$ cat src/include/pmm_clock_pkg.sv
// Constants shared by the clock control block and its helpers
package pmm_clock_pkg;

    // ***********************************
    // Special-function register addresses
    // ***********************************
    localparam logic [7:0] ADDR_POWER_MGMT   = 8'hC4;
    localparam logic [7:0] ADDR_STATUS       = 8'hC5;
    localparam logic [7:0] ADDR_EXT_FLAG     = 8'h91;
    localparam logic [7:0] ADDR_SERIAL1_BUF  = 8'hC1;
    // Port 0 buffer address; held as a constant so it can be retargeted
    localparam logic [7:0] ADDR_SERIAL0_BUF  = 8'h99;

    // ***********************************
    // Field positions
    // ***********************************
    localparam int DIV_HI_BIT       = 7;
    localparam int DIV_LO_BIT       = 6;
    localparam int AUTO_RETURN_BIT  = 5;
    localparam int XTAL_OFF_BIT     = 3;
    localparam int SRC_SEL_BIT      = 3;
    localparam int RING_FLAG_BIT    = 2;

    // ***********************************
    // Divider codes and counts
    // ***********************************
    typedef enum logic [1:0] {
        DIV_RSVD = 2'b00,
        DIV_4    = 2'b01,
        DIV_64   = 2'b10,
        DIV_1024 = 2'b11
    } div_code_t;

    localparam int          DIV_CNT_W     = 10;
    localparam logic [9:0]  DIV4_LAST     = 10'h003;
    localparam logic [9:0]  DIV64_LAST    = 10'h03F;
    localparam logic [9:0]  DIV1024_LAST  = 10'h3FF;

    // ***********************************
    // Crystal warm-up and apply delay
    // ***********************************
    localparam int          WARMUP_CLOCKS = 65536;
    localparam int          WARMUP_CNT_W  = 17;
    localparam logic [1:0]  SETTLE_LOAD   = 2'h2;
    localparam logic [1:0]  SETTLE_LAST   = 2'h1;
    localparam logic [1:0]  SETTLE_IDLE   = 2'h0;

    // ***********************************
    // Reset values
    // ***********************************
    localparam logic        RST_SRC_SEL   = 1'b1;
    localparam logic        RST_READY     = 1'b1;
    localparam logic [7:0]  READ_ZERO     = 8'h00;

endpackage : pmm_clock_pkg

$ cat src/power_management_clock_control.sv
// Clock divider, switchback and crystal/ring control with its status registers
`timescale 1ns/1ps
module power_management_clock_control
    import pmm_clock_pkg::*;
#(
    parameter int NUM_EXT_IRQ   = 6,
    parameter int WARMUP        = WARMUP_CLOCKS
)(
    input  wire logic                   clk_sys_i,
    input  wire logic                   rst_b_i,
    input  wire logic [7:0]             sfr_addr_i,
    input  wire logic                   sfr_wr_i,
    input  wire logic [7:0]             sfr_wdata_i,
    output logic      [7:0]             sfr_rdata_o,
    input  wire logic [NUM_EXT_IRQ-1:0] ext_irq_req_i,
    input  wire logic [NUM_EXT_IRQ-1:0] ext_irq_high_i,
    input  wire logic                   powerfail_level_active_i,
    input  wire logic                   high_level_active_i,
    input  wire logic                   low_level_active_i,
    input  wire logic [1:0]             rx_enable_i,
    input  wire logic [1:0]             rx_start_i,
    input  wire logic [1:0]             rx_busy_i,
    input  wire logic [1:0]             tx_busy_i,
    input  wire logic                   xtal_osc_stable_i,
    output logic                        cycle_en_o,
    output div_code_t                   div_active_o,
    output logic                        ring_active_flag_o,
    output logic                        crystal_amp_off_o,
    output logic                        switchback_o
);

    // ***********************************
    // Declarations
    // ***********************************
    div_code_t  divider_sel_ff;
    logic       auto_return_enable_ff;
    logic       crystal_amp_off_ff;
    logic       clock_source_select_ff;
    logic [1:0] settle_ff;
    logic       osc_meta_ff;
    logic       osc_sync_ff;
    logic       crystal_ready;
    logic       cycle_tick;
    logic       wr_power;
    logic       wr_ext_flag;
    logic       wr_tx_buffer;
    logic       ext_takeable;
    logic       rx_start_seen;
    logic       switchback_event;
    logic       settle_done;
    logic       div_write_ok;
    div_code_t  div_wr_code;
    logic [7:0] status_value;

    // ***********************************
    // Helpers
    // ***********************************
    cycle_divider u_cycle_divider (
        .clk_sys_i (clk_sys_i),
        .rst_b_i   (rst_b_i),
        .div_sel_i (div_active_o),
        .tick_o    (cycle_tick)
    );

    crystal_warmup #(
        .WARMUP (WARMUP)
    ) u_crystal_warmup (
        .clk_sys_i    (clk_sys_i),
        .rst_b_i      (rst_b_i),
        .amp_off_i    (crystal_amp_off_ff),
        .osc_stable_i (osc_sync_ff),
        .ready_o      (crystal_ready)
    );

    // Analog stable indication arrives asynchronously
    always_ff @(posedge clk_sys_i or negedge rst_b_i) begin
        if (!rst_b_i) begin
            osc_meta_ff <= 1'b0;
            osc_sync_ff <= 1'b0;
        end else begin
            osc_meta_ff <= xtal_osc_stable_i;
            osc_sync_ff <= osc_meta_ff;
        end
    end

    // ***********************************
    // Decode and switchback sources
    // ***********************************
    assign wr_power     = sfr_wr_i && (sfr_addr_i == ADDR_POWER_MGMT);
    assign wr_ext_flag  = sfr_wr_i && (sfr_addr_i == ADDR_EXT_FLAG);
    assign wr_tx_buffer = sfr_wr_i && ((sfr_addr_i == ADDR_SERIAL0_BUF) ||
                                       (sfr_addr_i == ADDR_SERIAL1_BUF));
    assign div_wr_code  = div_code_t'(sfr_wdata_i[DIV_HI_BIT:DIV_LO_BIT]);

    // A low source is blocked by any low, high or power-fail service, a high one
    // only by high or power-fail service
    always_comb begin
        ext_takeable = 1'b0;
        for (int i = 0; i < NUM_EXT_IRQ; i++) begin
            if (ext_irq_req_i[i] && !powerfail_level_active_i &&
                (ext_irq_high_i[i] ? !high_level_active_i :
                 !(high_level_active_i || low_level_active_i))) begin
                ext_takeable = 1'b1;
            end
        end
    end

    assign rx_start_seen    = |(rx_start_i & rx_enable_i);
    assign switchback_event = auto_return_enable_ff &&
                              (ext_takeable || rx_start_seen || wr_tx_buffer);

    // Reduced codes only while the 4-clock rate is both set and running
    assign div_write_ok = (div_wr_code == DIV_4) ||
                          ((div_wr_code != DIV_RSVD) && (divider_sel_ff == DIV_4) &&
                           (div_active_o == DIV_4));

    // ***********************************
    // Apply delay
    // ***********************************
    // Divider and clock-source settings written now take effect at the end of the following full cycle
    always_ff @(posedge clk_sys_i or negedge rst_b_i) begin
        if (!rst_b_i) begin
            settle_ff <= SETTLE_IDLE;
        end else if (wr_power || wr_ext_flag) begin
            settle_ff <= SETTLE_LOAD;
        end else if (cycle_tick && (settle_ff != SETTLE_IDLE)) begin
            settle_ff <= settle_ff - 1'b1;
        end
    end

    assign settle_done = cycle_tick && (settle_ff == SETTLE_LAST);

    // ***********************************
    // Divider control
    // ***********************************
    always_ff @(posedge clk_sys_i or negedge rst_b_i) begin
        if (!rst_b_i) begin
            divider_sel_ff <= DIV_4;
        end else if (switchback_event) begin
            divider_sel_ff <= DIV_4;
        end else if (wr_power && div_write_ok) begin
            divider_sel_ff <= div_wr_code;
        end
    end

    always_ff @(posedge clk_sys_i or negedge rst_b_i) begin
        if (!rst_b_i) begin
            div_active_o <= DIV_4;
        end else if (switchback_event) begin
            div_active_o <= DIV_4;
        end else if (settle_done) begin
            div_active_o <= divider_sel_ff;
        end
    end

    always_ff @(posedge clk_sys_i or negedge rst_b_i) begin
        if (!rst_b_i) begin
            auto_return_enable_ff <= 1'b0;
        end else if (wr_power) begin
            auto_return_enable_ff <= sfr_wdata_i[AUTO_RETURN_BIT];
        end
    end

    always_ff @(posedge clk_sys_i or negedge rst_b_i) begin
        if (!rst_b_i) begin
            switchback_o <= 1'b0;
            cycle_en_o   <= 1'b0;
        end else begin
            switchback_o <= switchback_event;
            cycle_en_o   <= cycle_tick;
        end
    end

    // ***********************************
    // Clock source control
    // ***********************************
    always_ff @(posedge clk_sys_i or negedge rst_b_i) begin
        if (!rst_b_i) begin
            crystal_amp_off_ff <= 1'b0;
        end else if (wr_power) begin
            if (!sfr_wdata_i[XTAL_OFF_BIT]) begin
                crystal_amp_off_ff <= 1'b0;
            end else if (!clock_source_select_ff && ring_active_flag_o) begin
                crystal_amp_off_ff <= 1'b1;
            end
        end
    end

    // Switchback never touches the source select
    always_ff @(posedge clk_sys_i or negedge rst_b_i) begin
        if (!rst_b_i) begin
            clock_source_select_ff <= RST_SRC_SEL;
        end else if (wr_ext_flag) begin
            if (!sfr_wdata_i[SRC_SEL_BIT]) begin
                clock_source_select_ff <= 1'b0;
            end else if (crystal_ready && !crystal_amp_off_ff) begin
                clock_source_select_ff <= 1'b1;
            end
        end
    end

    always_ff @(posedge clk_sys_i or negedge rst_b_i) begin
        if (!rst_b_i) begin
            ring_active_flag_o <= 1'b0;
        end else if (settle_done) begin
            ring_active_flag_o <= !clock_source_select_ff;
        end
    end

    always_ff @(posedge clk_sys_i or negedge rst_b_i) begin
        if (!rst_b_i) begin
            crystal_amp_off_o <= 1'b0;
        end else begin
            crystal_amp_off_o <= crystal_amp_off_ff;
        end
    end

    // ***********************************
    // Read path
    // ***********************************
    // Status is pure reflection, so writes there have nothing to store
    assign status_value = {powerfail_level_active_i, high_level_active_i,
                           low_level_active_i, crystal_ready,
                           tx_busy_i[1], rx_busy_i[1], tx_busy_i[0], rx_busy_i[0]};

    always_ff @(posedge clk_sys_i or negedge rst_b_i) begin
        if (!rst_b_i) begin
            sfr_rdata_o <= READ_ZERO;
        end else begin
            sfr_rdata_o <= READ_ZERO;
            unique case (sfr_addr_i)
                ADDR_POWER_MGMT: begin
                    sfr_rdata_o[DIV_HI_BIT:DIV_LO_BIT] <= divider_sel_ff;
                    sfr_rdata_o[AUTO_RETURN_BIT]      <= auto_return_enable_ff;
                    sfr_rdata_o[XTAL_OFF_BIT]         <= crystal_amp_off_ff;
                end
                ADDR_STATUS: begin
                    sfr_rdata_o <= status_value;
                end
                ADDR_EXT_FLAG: begin
                    sfr_rdata_o[SRC_SEL_BIT]   <= clock_source_select_ff;
                    sfr_rdata_o[RING_FLAG_BIT] <= ring_active_flag_o;
                end
                default: begin
                    sfr_rdata_o <= READ_ZERO;
                end
            endcase
        end
    end
endmodule : power_management_clock_control

$ cat src/cycle_divider.sv
// Instruction cycle enable generator: one pulse per 4, 64 or 1024 clocks
`timescale 1ns/1ps
module cycle_divider
    import pmm_clock_pkg::*;
(
    input  wire logic       clk_sys_i,
    input  wire logic       rst_b_i,
    input  wire div_code_t  div_sel_i,
    output logic            tick_o
);

    logic [DIV_CNT_W-1:0] cnt_ff;
    logic [DIV_CNT_W-1:0] last_value;

    always_comb begin
        unique case (div_sel_i)
            DIV_64:   last_value = DIV64_LAST;
            DIV_1024: last_value = DIV1024_LAST;
            default:  last_value = DIV4_LAST;
        endcase
    end

    // Compare with >= so a shorter rate never waits for a counter wrap
    always_ff @(posedge clk_sys_i or negedge rst_b_i) begin
        if (!rst_b_i) begin
            cnt_ff <= '0;
            tick_o <= 1'b0;
        end else if (cnt_ff >= last_value) begin
            cnt_ff <= '0;
            tick_o <= 1'b1;
        end else begin
            cnt_ff <= cnt_ff + 1'b1;
            tick_o <= 1'b0;
        end
    end

endmodule : cycle_divider

$ cat src/crystal_warmup.sv
// Crystal warm-up counter that raises the ready flag after the stable count
`timescale 1ns/1ps
module crystal_warmup
    import pmm_clock_pkg::*;
#(
    parameter int WARMUP = WARMUP_CLOCKS
)(
    input  wire logic clk_sys_i,
    input  wire logic rst_b_i,
    input  wire logic amp_off_i,
    input  wire logic osc_stable_i,
    output logic      ready_o
);

    logic [WARMUP_CNT_W-1:0] cnt_ff;

    always_ff @(posedge clk_sys_i or negedge rst_b_i) begin
        if (!rst_b_i) begin
            cnt_ff  <= '0;
            ready_o <= RST_READY;
        end else if (amp_off_i) begin
            cnt_ff  <= '0;
            ready_o <= 1'b0;
        end else if (!ready_o && osc_stable_i) begin
            // Count only once the oscillator itself has started
            if (cnt_ff == WARMUP_CNT_W'(WARMUP - 1)) begin
                ready_o <= 1'b1;
            end
            cnt_ff <= cnt_ff + 1'b1;
        end
    end

endmodule : crystal_warmup

$ cat config.mk
export PLATFORM = sky130hd
export DESIGN_NAME = power_management_clock_control
export DESIGN_NICKNAME = d
export VERILOG_FILES = /design/src/include/pmm_clock_pkg.sv /design/src/power_management_clock_control.sv /design/src/cycle_divider.sv /design/src/crystal_warmup.sv
export SDC_FILE = /design/constraint.sdc
export NUM_CORES = 1
export LEC_CHECK = 0
export ABC_AREA = 1
export ABC_CLOCK_PERIOD_IN_PS = 1550
export BUFFER_PORTS_ARGS = -buffer_cell sky130_fd_sc_hd__buf_2
export CORE_MARGIN = 3
export CORE_UTILIZATION = 40
export CTS_BUF_LIST = sky130_fd_sc_hd__clkbuf_16
export DETAILED_ROUTE_END_ITERATION = 10
export PLACE_DENSITY = 0.73
export SYNTH_ARGS = -nofsm -noshare
export SYNTH_HDL_FRONTEND = slang
export SYNTH_SLANG_ARGS = --single-unit
$ cat constraint.sdc
create_clock -name clk_sys_i -period 1.55 [get_ports clk_sys_i]
set_input_delay 0.465 -clock clk_sys_i [delete_from_list [all_inputs] [get_ports clk_sys_i]]
set_output_delay 0.465 -clock clk_sys_i [all_outputs]
set_load 0.02 [all_outputs]
== Word level (Yosys, flattened, before mapping) ==
Cells that the tools add are included.
Cells by class
  $add $sub $neg: 3
  divide/modulo/power cells: 0
  order comparisons: 1
  shift-type cells: 0
  bitwise logic cells: 1
  eq/ne operators: 14
  muxes and demuxes: 35
  reductions and logical operators: 47
  multipliers: 0
Operators with widths (count)
  $eq 8x8->1 const B: 5
  $mux 17: 2
  $logic_and 1x1->1: 24
  $mux 1: 21
  $pmux 10 s2: 1
  $add 17x1->17 const B: 1
  $eq 17x16->1 const B: 1
  $mux 2: 7
  $reduce_bool 2->1: 7
  $add 10x1->10 const B: 1
  $ge 10x10->1: 1
  $mux 10: 1
  $eq 2x1->1 const B: 4
  $logic_not 1->1: 6
  $logic_or 1x1->1: 6
  $pmux 3 s2: 1
  $reduce_and 2->1: 3
  $eq 2x2->1 const B: 2
  $ne 2x1->1 const B: 2
  $pmux 1 s3: 1
  $and 2x2->2: 1
  $pmux 1 s2: 1
  $reduce_or 2->1: 1
  $sub 2x1->2 const B: 1
Storage, ports and cells
  logic and storage cells: 118
  ROM bits: 0
  register bits: 52
  memory bits (writable): 0
  output and inout bits: 14
  memories: 0
  bits in latches: 0
  bits of input ports: 43

== Depth between registers and ports, before layout ==
Gate-level depths: netlist of run 1.
  word-level depth: 14
  gate-level depth with buffers: 11
  mapped depth without buffers: 10

== Modules after synthesis ==
A second synthesis of run 1 with hierarchy kept.
Unflattened totals
  cells, all modules: 358
  area, all modules: 2826.5 µm²
Modules (own cells, without submodules)
  power_management_clock_control: sequential area each 579.3 µm², cells each 137, area each 1142.3 µm², instances 1
  crystal_warmup: sequential area each 451.7 µm², cells each 138, area each 997.2 µm², instances 1
  cycle_divider: sequential area each 275.3 µm², cells each 83, area each 686.9 µm², instances 1

== Least setup slack after synthesis of run 1 ==
No wires, ideal clock.
  kind: reg2reg
  start point: register div_active_o[0]
  end point: register u_cycle_divider.cnt_ff[3]
  buffers on the path: 1
  required time: 1430 ps
  library setup time: 120 ps
  arrival: 1513 ps
  cell stages (with the launch flop): 10
  period minus slack after synthesis: 1633 ps
  path slack: -83 ps
  cell sequence: dfstp_2 > nand2_1 > ha_1 > nand2_1 > nand3b_1 > nand2_1 > nand2_1 > nand2_2 > buf_6 > nor2_1
Between the ends
  longest elaborated chain between the ends: 4
  elaborated cells on any way between the ends: 5
  classes of those cells: order compare (1); eq/ne (2); mux (2)
Ends and longest elaborated chain
  start, declared: line power_management_clock_control.sv:26  | output div_code_t div_active_o,
  start signal, assigned: line power_management_clock_control.sv:152  | div_active_o <= divider_sel_ff;
  $eq 2x2->1: line cycle_divider.sv:16  | unique case (div_sel_i)
  $pmux 10 s2 (*): line cycle_divider.sv:16
  $ge 10x10->1 (*): line cycle_divider.sv:28  | end else if (cnt_ff >= last_value) begin
  $mux 10 (*): line cycle_divider.sv:28
  end signal, assigned: line cycle_divider.sv:32  | cnt_ff <= cnt_ff + 1'b1;
  end, declared: line cycle_divider.sv:12  | logic [DIV_CNT_W-1:0] cnt_ff;
Every way passes the cells marked *; elsewhere a longest branch is shown, timed or not.
A chain may end at the register's enable or synchronous reset.

== Final worst setup path of run 1 ==
  start point: register u_crystal_warmup.cnt_ff[0]
  end point: register u_crystal_warmup.cnt_ff[16]
Between the ends
  longest elaborated chain between the ends: 3
Ends and longest elaborated chain
  start, declared: line crystal_warmup.sv:15  | logic [WARMUP_CNT_W-1:0] cnt_ff;
  start signal, assigned: line crystal_warmup.sv:29  | cnt_ff <= cnt_ff + 1'b1;
  $add 17x1->17: line crystal_warmup.sv:29
  $mux 17: line crystal_warmup.sv:24  | end else if (!ready_o && osc_stable_i) begin
  $mux 17: line crystal_warmup.sv:21  | end else if (amp_off_i) begin
Every way passes these cells. The select of a mux whose other input is x is not followed.

==> results.md, run 1 <==
* Status: complete, but fails checks
* Failing checks: negative setup slack
* Antenna diode count at 0
* Final hold vios at 0
* DRC at 0
* 1st-iter DRT viols at 108
* Power Dens Cells at 1010 nW/um2
* Primary FF master, synth: dfrtp_1
* WP data arrival at 1.78 ns
* Pin count of the biggest net entering global routing at 44
* Core area at 6531 um2
* Post-synth EDFFs at 0
* Reg2Reg Depth at 7
* YS warnings at 0
* Post-Route Utilization at 0.5452
* Initial antenna violation count at 0
* GRT Overall Usage at 0.1592
* Final net count at 481
* Flops & latches, synth at 52
* Fin Clk Skew at 0.005104 ns
* Clock H-tree levels at 2
* Worst slew pin tran at 0.3981 ns
* Clk_lat worst skew at 0.28 ns
* Fin crit share at 1.024
* Vias in the first global route at 2470
* R2R Path End: u_crystal_warmup.cnt_ff[16]$_DFFE_PN0P_
* Min Tclk post-route at 1.587 ns
* Clock transition at the registers of the reported paths at 0.06 ns
* Reg area at 1306 um2
* Clock Sinks at 52
* CP endpoint kind: flop
* Static Leak at 1.820 nW
* DR WL/cell at 11.95 um
* # fillers at 572
* Sequential share of the synthesized area at 0.4735
* CP Launch Type: flop
* PortBufs at 52
* Row count at 29
* Routed WL at 6057 um
* Slowest CP cell: dfrtp_1
* Clk buf depth at 2
* Root Driver: clkbuf_16
* Die H at 89.05 um
* Worst hold path type: in2async
* Mapped Cells at 349
* Max Slew Vio Count at 0
* Routed vias/inst at 4.862
* RSZ-0062 raised after global routing: true
* Die W at 89.05 um
* Synth Net Count at 401
* Maximum vdd ir drop at 604.6 uV
* Placer Congestion at 0.8290
* Die area at 7930 um2
* First-pass GRT wire length at 10050 um
* Power Total at 3.598 mW
* Post-route ant nets at 0
* CTS tree: done
* Io pins at 57
* Synthesized area per cell at 7.905 um2
* Crit path largest cell delay at 0.35 ns
* Initial core utilization at 0.4224
* Relative slew slack at 0.7343
* Top cell by count, worst path: ha_1
* R2r setup slk at -0.04 ns
* Critical-path cell list: ha_1, nand2_1, nor2_2, nand2_2, nor4_4, ha_1, o31ai_2
* Via Count at 2465
* Min Hold Slack at 0.03259 ns
* Share of cells above drive strength 1 at 0.2860
* Final WS setup at -0.03731 ns
* Highest Clock Rate at 630.0 MHz
* # hold bufs at CTS at 0
* Maxcap violations at 0
* Number of buffers created by CTS at 5
* HPWL after DPL at 4448 um
* Critical R2R Launch: u_crystal_warmup.cnt_ff[0]$_DFFE_PN0P_
* Final setup viols at 7
* CP required at 1.74 ns
* Footprint of the multi-input gates at 1333 um2
* Crit Path Class: reg2reg
* Pre-antenna DRT Iters at 4
* GR Overflow Total at 0
* Synth Cell Area at 2759 um2
* Async SR Flop Fraction at 1.000
* TNS Setup at -0.1339 ns
* Crit Path Max Fanout at 2
* Count of cell types in the netlist at 33
* Area Overhead vs Synth at 29.07%
metal layers:
layer	GRT usage	up-vias	wire length [um]
met5	0	-	0
met4	0.05819	0	102
met3	0.03226	8	306
met2	0.2901	70	3056
met1	0.1841	1124	2592
li1	-	1263	-
logic make-up after synthesis:
group,Yosys count,share of synthesized area
AND/OR/NAND/NOR,180,0.2952
buffers and inverters,59,0.08344
flip-flops,52,0.4735
AO/OA/AOI/OAI,41,0.08164
adder cells (fa/ha/maj),9,0.04082
XOR/XNOR,8,0.02540
worst max-delay path, delay by kind of cell, from the launching register on:
kind                     cells  cell delay, ns
AO/OA/AOI/OAI                1            0.22
adder cells (fa/ha/maj)      2            0.46
AND/OR/NAND/NOR              4            0.46
flip-flops                   1            0.35
final cells by class:
type / instances / area share
Clock inverter: 3 / 0.01089
Multi-Input combinational cell: 239 / 0.3742
Tap cell: 77 / 0.02706
Sequential cell: 52 / 0.3668
Clock buffer: 5 / 0.03514
Timing Repair Buffer: 74 / 0.1258
Inverter: 57 / 0.06008
state kept, by name, indices dropped and copies added (netlist names), 2 cells and up:
| register | cells |
|---|---|
| settle_ff | 2 |
| u_cycle_divider.cnt_ff | 10 |
| sfr_rdata_o | 8 |
| u_crystal_warmup.cnt_ff | 17 |
| div_active_o | 2 |
| divider_sel_ff | 2 |
cell usage in the layout, fill, tap and decap left out, drive strengths merged:
cell,n
a22o,2
o2111ai,1
o22ai,1
dfrtp,48
clkbuf,5
o31ai,1
xnor2,1
ha,9
bufinv,1
nor2,49
nand2,91
o211ai,1
nand4,7
or2,1
clkinv,1
nor3b,1
buf,74
dfstp,4
xor2,7
o21ai,18
nor4,2
nor3,11
nand3b,2
nand3,17
inv,58
o21a,1
a21oi,16
synthesized netlist by cell type, types with 2 or more instances:
cell | count | area [um2]
nand3_2 | 2 | 20.02
nand3b_1 | 2 | 15.01
a22o_1 | 2 | 17.52
inv_1 | 54 | 202.7
nor2_1 | 42 | 157.7
ha_1 | 9 | 112.6
nand2_1 | 86 | 322.8
xor2_1 | 7 | 61.31
nor2_2 | 3 | 18.77
o21ai_0 | 17 | 85.08
dfrtp_1 | 48 | 1201
nor3_1 | 10 | 50.05
nand4_1 | 7 | 43.79
nand3_1 | 15 | 75.07
nor4_1 | 2 | 12.51
a21oi_1 | 16 | 80.08
nand2_2 | 3 | 18.77
dfstp_2 | 4 | 105.1
inv_2 | 3 | 11.26
nor2_4 | 4 | 45.04
power by group:
group | internal (mW) | switching (mW) | leakage (nW) | total (mW)
sequential | 1.49 | 0.0897 | 0.679 | 1.58
combinational | 0.321 | 0.498 | 1.06 | 0.819
clock | 0.752 | 0.450 | 0.0850 | 1.20
repair_timing:
action | in CTS | in global routing
cloned | 0 | 1
resized for setup | 3 | 21
endpoints found under the setup margin | 12 | 14
pin swaps | 1 | 5
setup buffers | 0 | 2
how the worst max path moves through the flow:
stage / from / to / slack (ns)
finish: u_crystal_warmup.cnt_ff[0]$_DFFE_PN0P_ / u_crystal_warmup.cnt_ff[16]$_DFFE_PN0P_ / -0.04
global route: u_crystal_warmup.cnt_ff[3]$_DFFE_PN0P_ / u_crystal_warmup.cnt_ff[16]$_DFFE_PN0P_ / -0.16
CTS: u_crystal_warmup.cnt_ff[0]$_DFFE_PN0P_ / u_crystal_warmup.cnt_ff[16]$_DFFE_PN0P_ / -0.08
detailed placement: u_crystal_warmup.cnt_ff[0]$_DFFE_PN0P_ / u_crystal_warmup.cnt_ff[16]$_DFFE_PN0P_ / -0.06
global placement: u_crystal_warmup.cnt_ff[2]$_DFFE_PN0P_ / u_crystal_warmup.cnt_ff[16]$_DFFE_PN0P_ / -0.002
floorplan: div_active_o[0]$_DFFE_PN1P_ / u_cycle_divider.cnt_ff[3]$_DFF_PN0_ / -0.03
stage by stage:
stage	cells	area [um2]	worst slack (ns)
after floorplan	349	2779	-0.03247
after global placement	496	3282	-0.001588
after detailed placement	496	3282	-0.06040
after CTS	504	3457	-0.08367
after global routing	507	3561	-0.1599
final	507	3561	-0.03731
Note: power is estimated with default switching activity, not from simulation.
==> inputs of run 2 (changes only) <==
--- a/config.mk
+++ b/config.mk
@@ -10,7 +10,6 @@
 export BUFFER_PORTS_ARGS = -buffer_cell sky130_fd_sc_hd__buf_2
 export CORE_MARGIN = 3
 export CORE_UTILIZATION = 40
-export CTS_BUF_LIST = sky130_fd_sc_hd__clkbuf_16
 export DETAILED_ROUTE_END_ITERATION = 10
 export PLACE_DENSITY = 0.73
 export SYNTH_ARGS = -nofsm -noshare
==> run 2 against run 1 <==
The run still ends with negative setup slack left. Clock power is 25% lower. Critical path type unchanged. Non-clock buffer count is 1 higher. Combinational power is 4.4% lower. Largest cell class unchanged. Clock-buffer cell count is 1 higher.
==> results.md, run 2 (synthesized netlist as in run 1, its figures left out) <==
* Status: complete, but fails checks (unchanged)
* Failing checks: negative setup slack (unchanged)
* Area Overhead vs Synth at 27.48% (was 29.07%)
* Met3 Track Usage GR at 0.03594 (was 0.03226)
* Fin crit share at 1.047 (was 1.024)
* Power Dens Cells at 927.8 nW/um2 (was 1010 nW/um2)
* Vias in the first global route at 2495 (was 2470)
* Highest Clock Rate at 616.2 MHz (was 630.0 MHz)
* Clk_lat worst skew at 0.30 ns (was 0.28 ns)
* Static Leak at 1.798 nW (was 1.820 nW)
* Max Slew Vio Count at 0 (unchanged)
* Crit Path Class: reg2reg (unchanged)
* Max FFs per register at 17 (unchanged)
* Initial antenna violation count at 0 (unchanged)
* Io pins at 57 (unchanged)
* 1st-iter DRT viols at 93 (was 108)
* Relative slew slack at 0.7353 (was 0.7343)
* Most common cell after layout, fill and taps aside: nand2_1 (unchanged)
* Most frequent cells in the layout: 80 x nand2_1, 54 x inv_1, 51 x buf_2 (was 80 x nand2_1, 55 x inv_1, 51 x buf_2)
* Placer Congestion at 0.8290 (unchanged)
* Crit-path leading delay family: adder cells (was simple AND/OR/NAND/NOR gates)
* Clock Sinks at 52 (unchanged)
* Die W at 89.05 um (unchanged)
* Number of buffers created by CTS at 5 (unchanged)
* Slowest CP cell: dfrtp_1 (unchanged)
* Met1 GRT Util at 0.1893 (was 0.1841)
* PortBufs at 52 (unchanged)
* CP Launch Type: flop (unchanged)
* Worst path buffer plus inverter count at 0 (unchanged)
* Final hold vios at 0 (unchanged)
* WP data arrival at 1.84 ns (was 1.78 ns)
* Initial core utilization at 0.4224 (unchanged)
* Post-route ant nets at 0 (unchanged)
* Critical-path cell list: ha_1, nand2_1, nor2_2, nand2_2, nor4_4, ha_2, o31ai_2 (was ha_1, nand2_1, nor2_2, nand2_2, nor4_4, ha_1, o31ai_2)
* GRT Overall Usage at 0.1634 (was 0.1592)
* Crit Path Max Fanout at 2 (unchanged)
* Power Total at 3.263 mW (was 3.598 mW)
* Min Tclk post-route at 1.623 ns (was 1.587 ns)
* Antenna diode count at 0 (unchanged)
* Root Driver: clkbuf_8 (was clkbuf_16)
* Post-DP Area at 3282 um2 (unchanged)
* Pre-antenna DRT Iters at 4 (unchanged)
* Setup WS pre-CTS at -0.06040 ns (unchanged)
* Worst hold path type: in2async (unchanged)
* Crit path largest cell delay at 0.36 ns (was 0.35 ns)
* Met2 Track Usage GR at 0.2928 (was 0.2901)
* Final instance area at 3517 um2 (was 3561 um2)
* Die area at 7930 um2 (unchanged)
* HPWL after DPL at 4448 um (unchanged)
* Biggest register: u_crystal_warmup.cnt_ff (unchanged)
* Final WS setup at -0.07287 ns (was -0.03731 ns)
* Clock H-tree levels at 2 (unchanged)
* Via Count at 2471 (was 2465)
* DRC at 0 (unchanged)
* CTS tree: done (unchanged)
* Routed WL at 6020 um (was 6057 um)
* Worst slew pin tran at 0.3966 ns (was 0.3981 ns)
* # fillers at 577 (was 572)
* Core area at 6531 um2 (unchanged)
* Die H at 89.05 um (unchanged)
* GR Overflow Total at 0 (unchanged)
* Row count at 29 (unchanged)
* Clock transition at the registers of the reported paths at 0.09 ns (was 0.06 ns)
* R2r setup slk at -0.07 ns (was -0.04 ns)
* Maxcap violations at 0 (unchanged)
* Busiest layer in global routing: met2 (unchanged)
* Maximum vdd ir drop at 459.5 uV (was 604.6 uV)
* Largest regs: u_crystal_warmup.cnt_ff x17, u_cycle_divider.cnt_ff x10, sfr_rdata_o x8 (unchanged)
* RSZ-0062 raised after global routing: true (unchanged)
* CP required at 1.76 ns (was 1.74 ns)
* Clk buf depth at 2 (unchanged)
* Final setup viols at 7 (unchanged)
* First-pass GRT wire length at 10260 um (was 10050 um)
* Share of cells above drive strength 1 at 0.2877 (was 0.2860)
* Fin Clk Skew at 0.004730 ns (was 0.005104 ns)
* DR WL/cell at 11.85 um (was 11.95 um)
* Routed vias/inst at 4.864 (was 4.862)
* CP endpoint kind: flop (unchanged)
* Final net count at 482 (was 481)
* Pin count of the biggest net entering global routing at 44 (unchanged)
[run 2: timing repair]
item	4_1_cts	5_1_grt
pin swaps	3	7
endpoints found under the setup margin	12	15
hold buffers	0	0
setup buffers	1	2
cloned	1	0
hold endpoints to repair	0	0
resized for setup	7	18
[run 2: path summary, 6_finish.rpt]
check                                                        from                                 endpoint  depth (start not counted)
max reg2reg                u_crystal_warmup.cnt_ff[0]$_DFFE_PN0P_  u_crystal_warmup.cnt_ff[16]$_DFFE_PN0P_                          7
min                                                       rst_b_i  u_crystal_warmup.cnt_ff[14]$_DFFE_PN0P_                          1
min reg2reg                                 osc_meta_ff$_DFF_PN0_                    osc_sync_ff$_DFF_PN0_                          0
max in group asynchronous                                 rst_b_i              div_active_o[0]$_DFFE_PN1P_                          2
max                        u_crystal_warmup.cnt_ff[0]$_DFFE_PN0P_  u_crystal_warmup.cnt_ff[16]$_DFFE_PN0P_                          7
min in group clk_sys_i                          xtal_osc_stable_i                    osc_meta_ff$_DFF_PN0_                          1
[run 2: stage by stage]
stage	std cells	util	hold slack [ns]	setup TNS [ns]
finish	508	0.5385	0.01230	-0.1777
global route	508	0.5385	0.004765	-0.7357
CTS	506	0.5251	0.005285	-0.09743
detailed placement	496	0.5025	0.3411	-0.2269
global placement	496	0.5025	0.3357	-0.001588
floorplan	349	-	0.1694	-0.2775
[run 2: worst register-to-register path, delay by kind of cell, from the launching register on]
family	cells	cell delay (ns)
AOI/OAI and AO/OA	1	0.22
adders and majority gates	2	0.49
DFF	1	0.36
and+or+nand+nor	4	0.47
[run 2: layout make-up]
type / count / area [um2] / share of cell area
tap: 77 / 96.34 / 0.02739
timing repair buffer: 75 / 455.4 / 0.1295
clock buffer: 6 / 72.57 / 0.02063
inverter: 57 / 214.0 / 0.06083
sequential: 52 / 1306 / 0.3714
clock inverter: 2 / 35.03 / 0.009961
multi-input combinational: 239 / 1338 / 0.3803
[run 2: metal layers]
metal  routed length, um  share of wire
met4                 121          0.020
met2                2999           0.50
met5                   0              0
met3                 321          0.053
met1                2577           0.43
[run 2: where the power goes]
part | total [mW] | internal, mW | switching (mW)
clock | 0.902 | 0.479 | 0.422
combinational | 0.783 | 0.306 | 0.477
sequential | 1.58 | 1.48 | 0.0938
total | 3.26 | 2.27 | 0.993
==> inputs of run 3 (changes only) <==
--- a/config.mk
+++ b/config.mk
@@ -8,7 +8,6 @@
 export ABC_AREA = 1
 export ABC_CLOCK_PERIOD_IN_PS = 1550
 export BUFFER_PORTS_ARGS = -buffer_cell sky130_fd_sc_hd__buf_2
-export CORE_MARGIN = 3
 export CORE_UTILIZATION = 40
 export DETAILED_ROUTE_END_ITERATION = 10
 export PLACE_DENSITY = 0.73
==> run 3 against run 2 <==
The run still ends with negative setup slack left. Critical path depth unchanged. Sequential power about the same. Highest routed layer unchanged. Flip-flop and latch count unchanged. Global-route usage up 1.7 points. Design area up 0.25%. Sequential share of layout area down 0.092 points.
==> results.md, run 3 (synthesized netlist as in run 1, its figures left out) <==
* Status: complete, but fails checks (unchanged)
* Failing checks: negative setup slack (unchanged)
* WP data arrival at 1.81 ns (was 1.84 ns)
* Io pins at 57 (unchanged)
* Max Slew Vio Count at 0 (unchanged)
* Clk_lat worst skew at 0.30 ns (about the same)
* Core area at 6495 um2 (was 6531 um2)
* Final cell count without fillers at 509 (was 508)
* Vias in the first global route at 2449 (was 2495)
* Clock H-tree levels at 2 (unchanged)
* Share of cells above drive strength 1 at 0.2894 (was 0.2877)
* Clk buf depth at 2 (unchanged)
* HPWL after DPL at 4664 um (was 4448 um)
* Initial core utilization at 0.4248 (was 0.4224)
* Final net count at 483 (was 482)
* Biggest register: u_crystal_warmup.cnt_ff (unchanged)
* CP endpoint kind: flop (unchanged)
* Placer Congestion at 0.8278 (was 0.8290)
* Crit Path Class: reg2reg (unchanged)
* Maxcap violations at 0 (unchanged)
* Largest regs: u_crystal_warmup.cnt_ff x17, u_cycle_divider.cnt_ff x10, sfr_rdata_o x8 (unchanged)
* Row count at 29 (unchanged)
* GR Overflow Total at 0 (unchanged)
* Root Driver: clkbuf_8 (unchanged)
* DRC at 0 (unchanged)
* First-pass GRT wire length at 10430 um (was 10260 um)
* Die H at 85.05 um (was 89.05 um)
* # hold bufs at CTS at 0 (unchanged)
* Worst slew pin tran at 0.3787 ns (was 0.3966 ns)
* Clock transition at the registers of the reported paths at 0.10 ns (was 0.09 ns)
* TNS Setup at -0.2046 ns (was -0.1777 ns)
* PortBufs at 52 (unchanged)
* Fin crit share at 1.030 (was 1.047)
* GRT Overall Usage at 0.1803 (was 0.1634)
* Crit Path Max Fanout at 2 (unchanged)
* CP Launch Type: flop (unchanged)
* Worst hold path type: in2async (unchanged)
* Routed vias/inst at 4.976 (was 4.864)
* Pin count of the biggest net entering global routing at 18 (was 44)
* Min Tclk post-route at 1.597 ns (was 1.623 ns)
* DR WL/cell at 11.67 um (was 11.85 um)
* Area Overhead vs Synth at 27.80% (was 27.48%)
* Maximum vdd ir drop at 440.7 uV (was 459.5 uV)
* Final hold vios at 0 (unchanged)
* Clock Sinks at 52 (unchanged)
* Initial antenna violation count at 0 (unchanged)
* Power Dens Cells at 975.4 nW/um2 (was 927.8 nW/um2)
* Die W at 85.05 um (was 89.05 um)
* 1st-iter DRT viols at 62 (was 93)
* Min Hold Slack at 0.05382 ns (was 0.01230 ns)
* RSZ-0062 raised after global routing: true (unchanged)
* Static Leak at 1.784 nW (was 1.798 nW)
* Most common cell after layout, fill and taps aside: nand2_1 (unchanged)
* Via Count at 2533 (was 2471)
* CP required at 1.76 ns (about the same)
* Highest Clock Rate at 626.3 MHz (was 616.2 MHz)
* Number of buffers created by CTS at 5 (unchanged)
* Fin Clk Skew at 0.01188 ns (was 0.004730 ns)
* Pre-antenna DRT Iters at 4 (unchanged)
* Most frequent cells in the layout: 82 x nand2_1, 54 x inv_1, 51 x buf_2 (was 80 x nand2_1, 54 x inv_1, 51 x buf_2)
* Dpl cells at 499 (was 496)
* Max FFs per register at 17 (unchanged)
* Final WS setup at -0.04663 ns (was -0.07287 ns)
* CTS tree: done (unchanged)
* Antenna diode count at 0 (unchanged)
* Post-route ant nets at 0 (unchanged)
* Final setup viols at 7 (unchanged)
* Relative slew slack at 0.7473 (was 0.7353)
* Routed WL at 5941 um (was 6020 um)
* Die area at 7234 um2 (was 7930 um2)
run 3: cell types whose count changed in the layout (fill, tap and decap cells not counted), moves of 2 or more:
cell	before	now
nand2_2	7	5
nand2_1	80	82
nor2_1	36	34
buf_4	21	23
run 3: final cells by class:
| cell class | count | area [um2] |
|---|---|---|
| sequential | 52 | 1306 |
| inverter | 57 | 214.0 |
| fill | 584 | 2969 |
| clock buffer | 6 | 72.57 |
| multi-input combinational | 239 | 1326 |
| clock inverter | 2 | 60.06 |
| timing repair buffer | 76 | 450.4 |
| tap | 77 | 96.34 |
run 3: worst max-delay path, stage by stage (launching register included):
cell	delay, ns
dfrtp_1	0.37
ha_2	0.19
nand2_1	0.06
nor2_2	0.10
nand2_1	0.08
nor4_2	0.18
ha_1	0.29
o31ai_1	0.23
run 3: metal layers:
layer	share of wire	up-vias	global-route usage
li1	-	1271	-
met1	0.43	1183	0.2161
met2	0.50	68	0.3240
met3	0.042	11	0.02529
met4	0.025	0	0.07550
met5	0	-	0
run 3: through the flow:
stage	power (mW)	util	cell area (um2)	worst slack (ns)
after detailed placement	2.254	0.5068	3292	-0.1549
after CTS	3.368	0.5321	3456	-0.09519
after global placement	2.221	0.5068	3292	-0.02355
final	3.439	0.5429	3526	-0.04663
after floorplan	2.053	-	2779	-0.03247
after global routing	3.647	0.5429	3526	-0.1645
run 3: path summary, 6_finish.rpt:
path	start	end	slack, ns	cells past startpoint
setup / recovery	u_crystal_warmup.cnt_ff[1]$_DFFE_PN0P_	u_crystal_warmup.cnt_ff[16]$_DFFE_PN0P_	-0.05	7
max in group asynchronous	rst_b_i	cycle_en_o$_DFF_PN0_	0.95	2
min in group clk_sys_i	xtal_osc_stable_i	osc_meta_ff$_DFF_PN0_	0.26	1
hold / removal	rst_b_i	osc_sync_ff$_DFF_PN0_	0.05	1
setup reg to reg	u_crystal_warmup.cnt_ff[1]$_DFFE_PN0P_	u_crystal_warmup.cnt_ff[16]$_DFFE_PN0P_	-0.05	7
hold reg to reg	osc_meta_ff$_DFF_PN0_	osc_sync_ff$_DFF_PN0_	0.36	0
run 3: power breakdown:
group	switching, mW	total, mW	internal, mW	leakage (nW)
combinational	0.485	0.787	0.302	1.04
sequential	0.0915	1.58	1.48	0.679
clock	0.431	1.08	0.645	0.0654
total	1.01	3.44	2.43	1.78
run 3: timing repair:
action                                  CTS  global route
cloned                                    0             1
buffers inserted                          1             0
pin swaps                                 0             5
endpoints found under the setup margin   12            15
resized for setup                         6            17
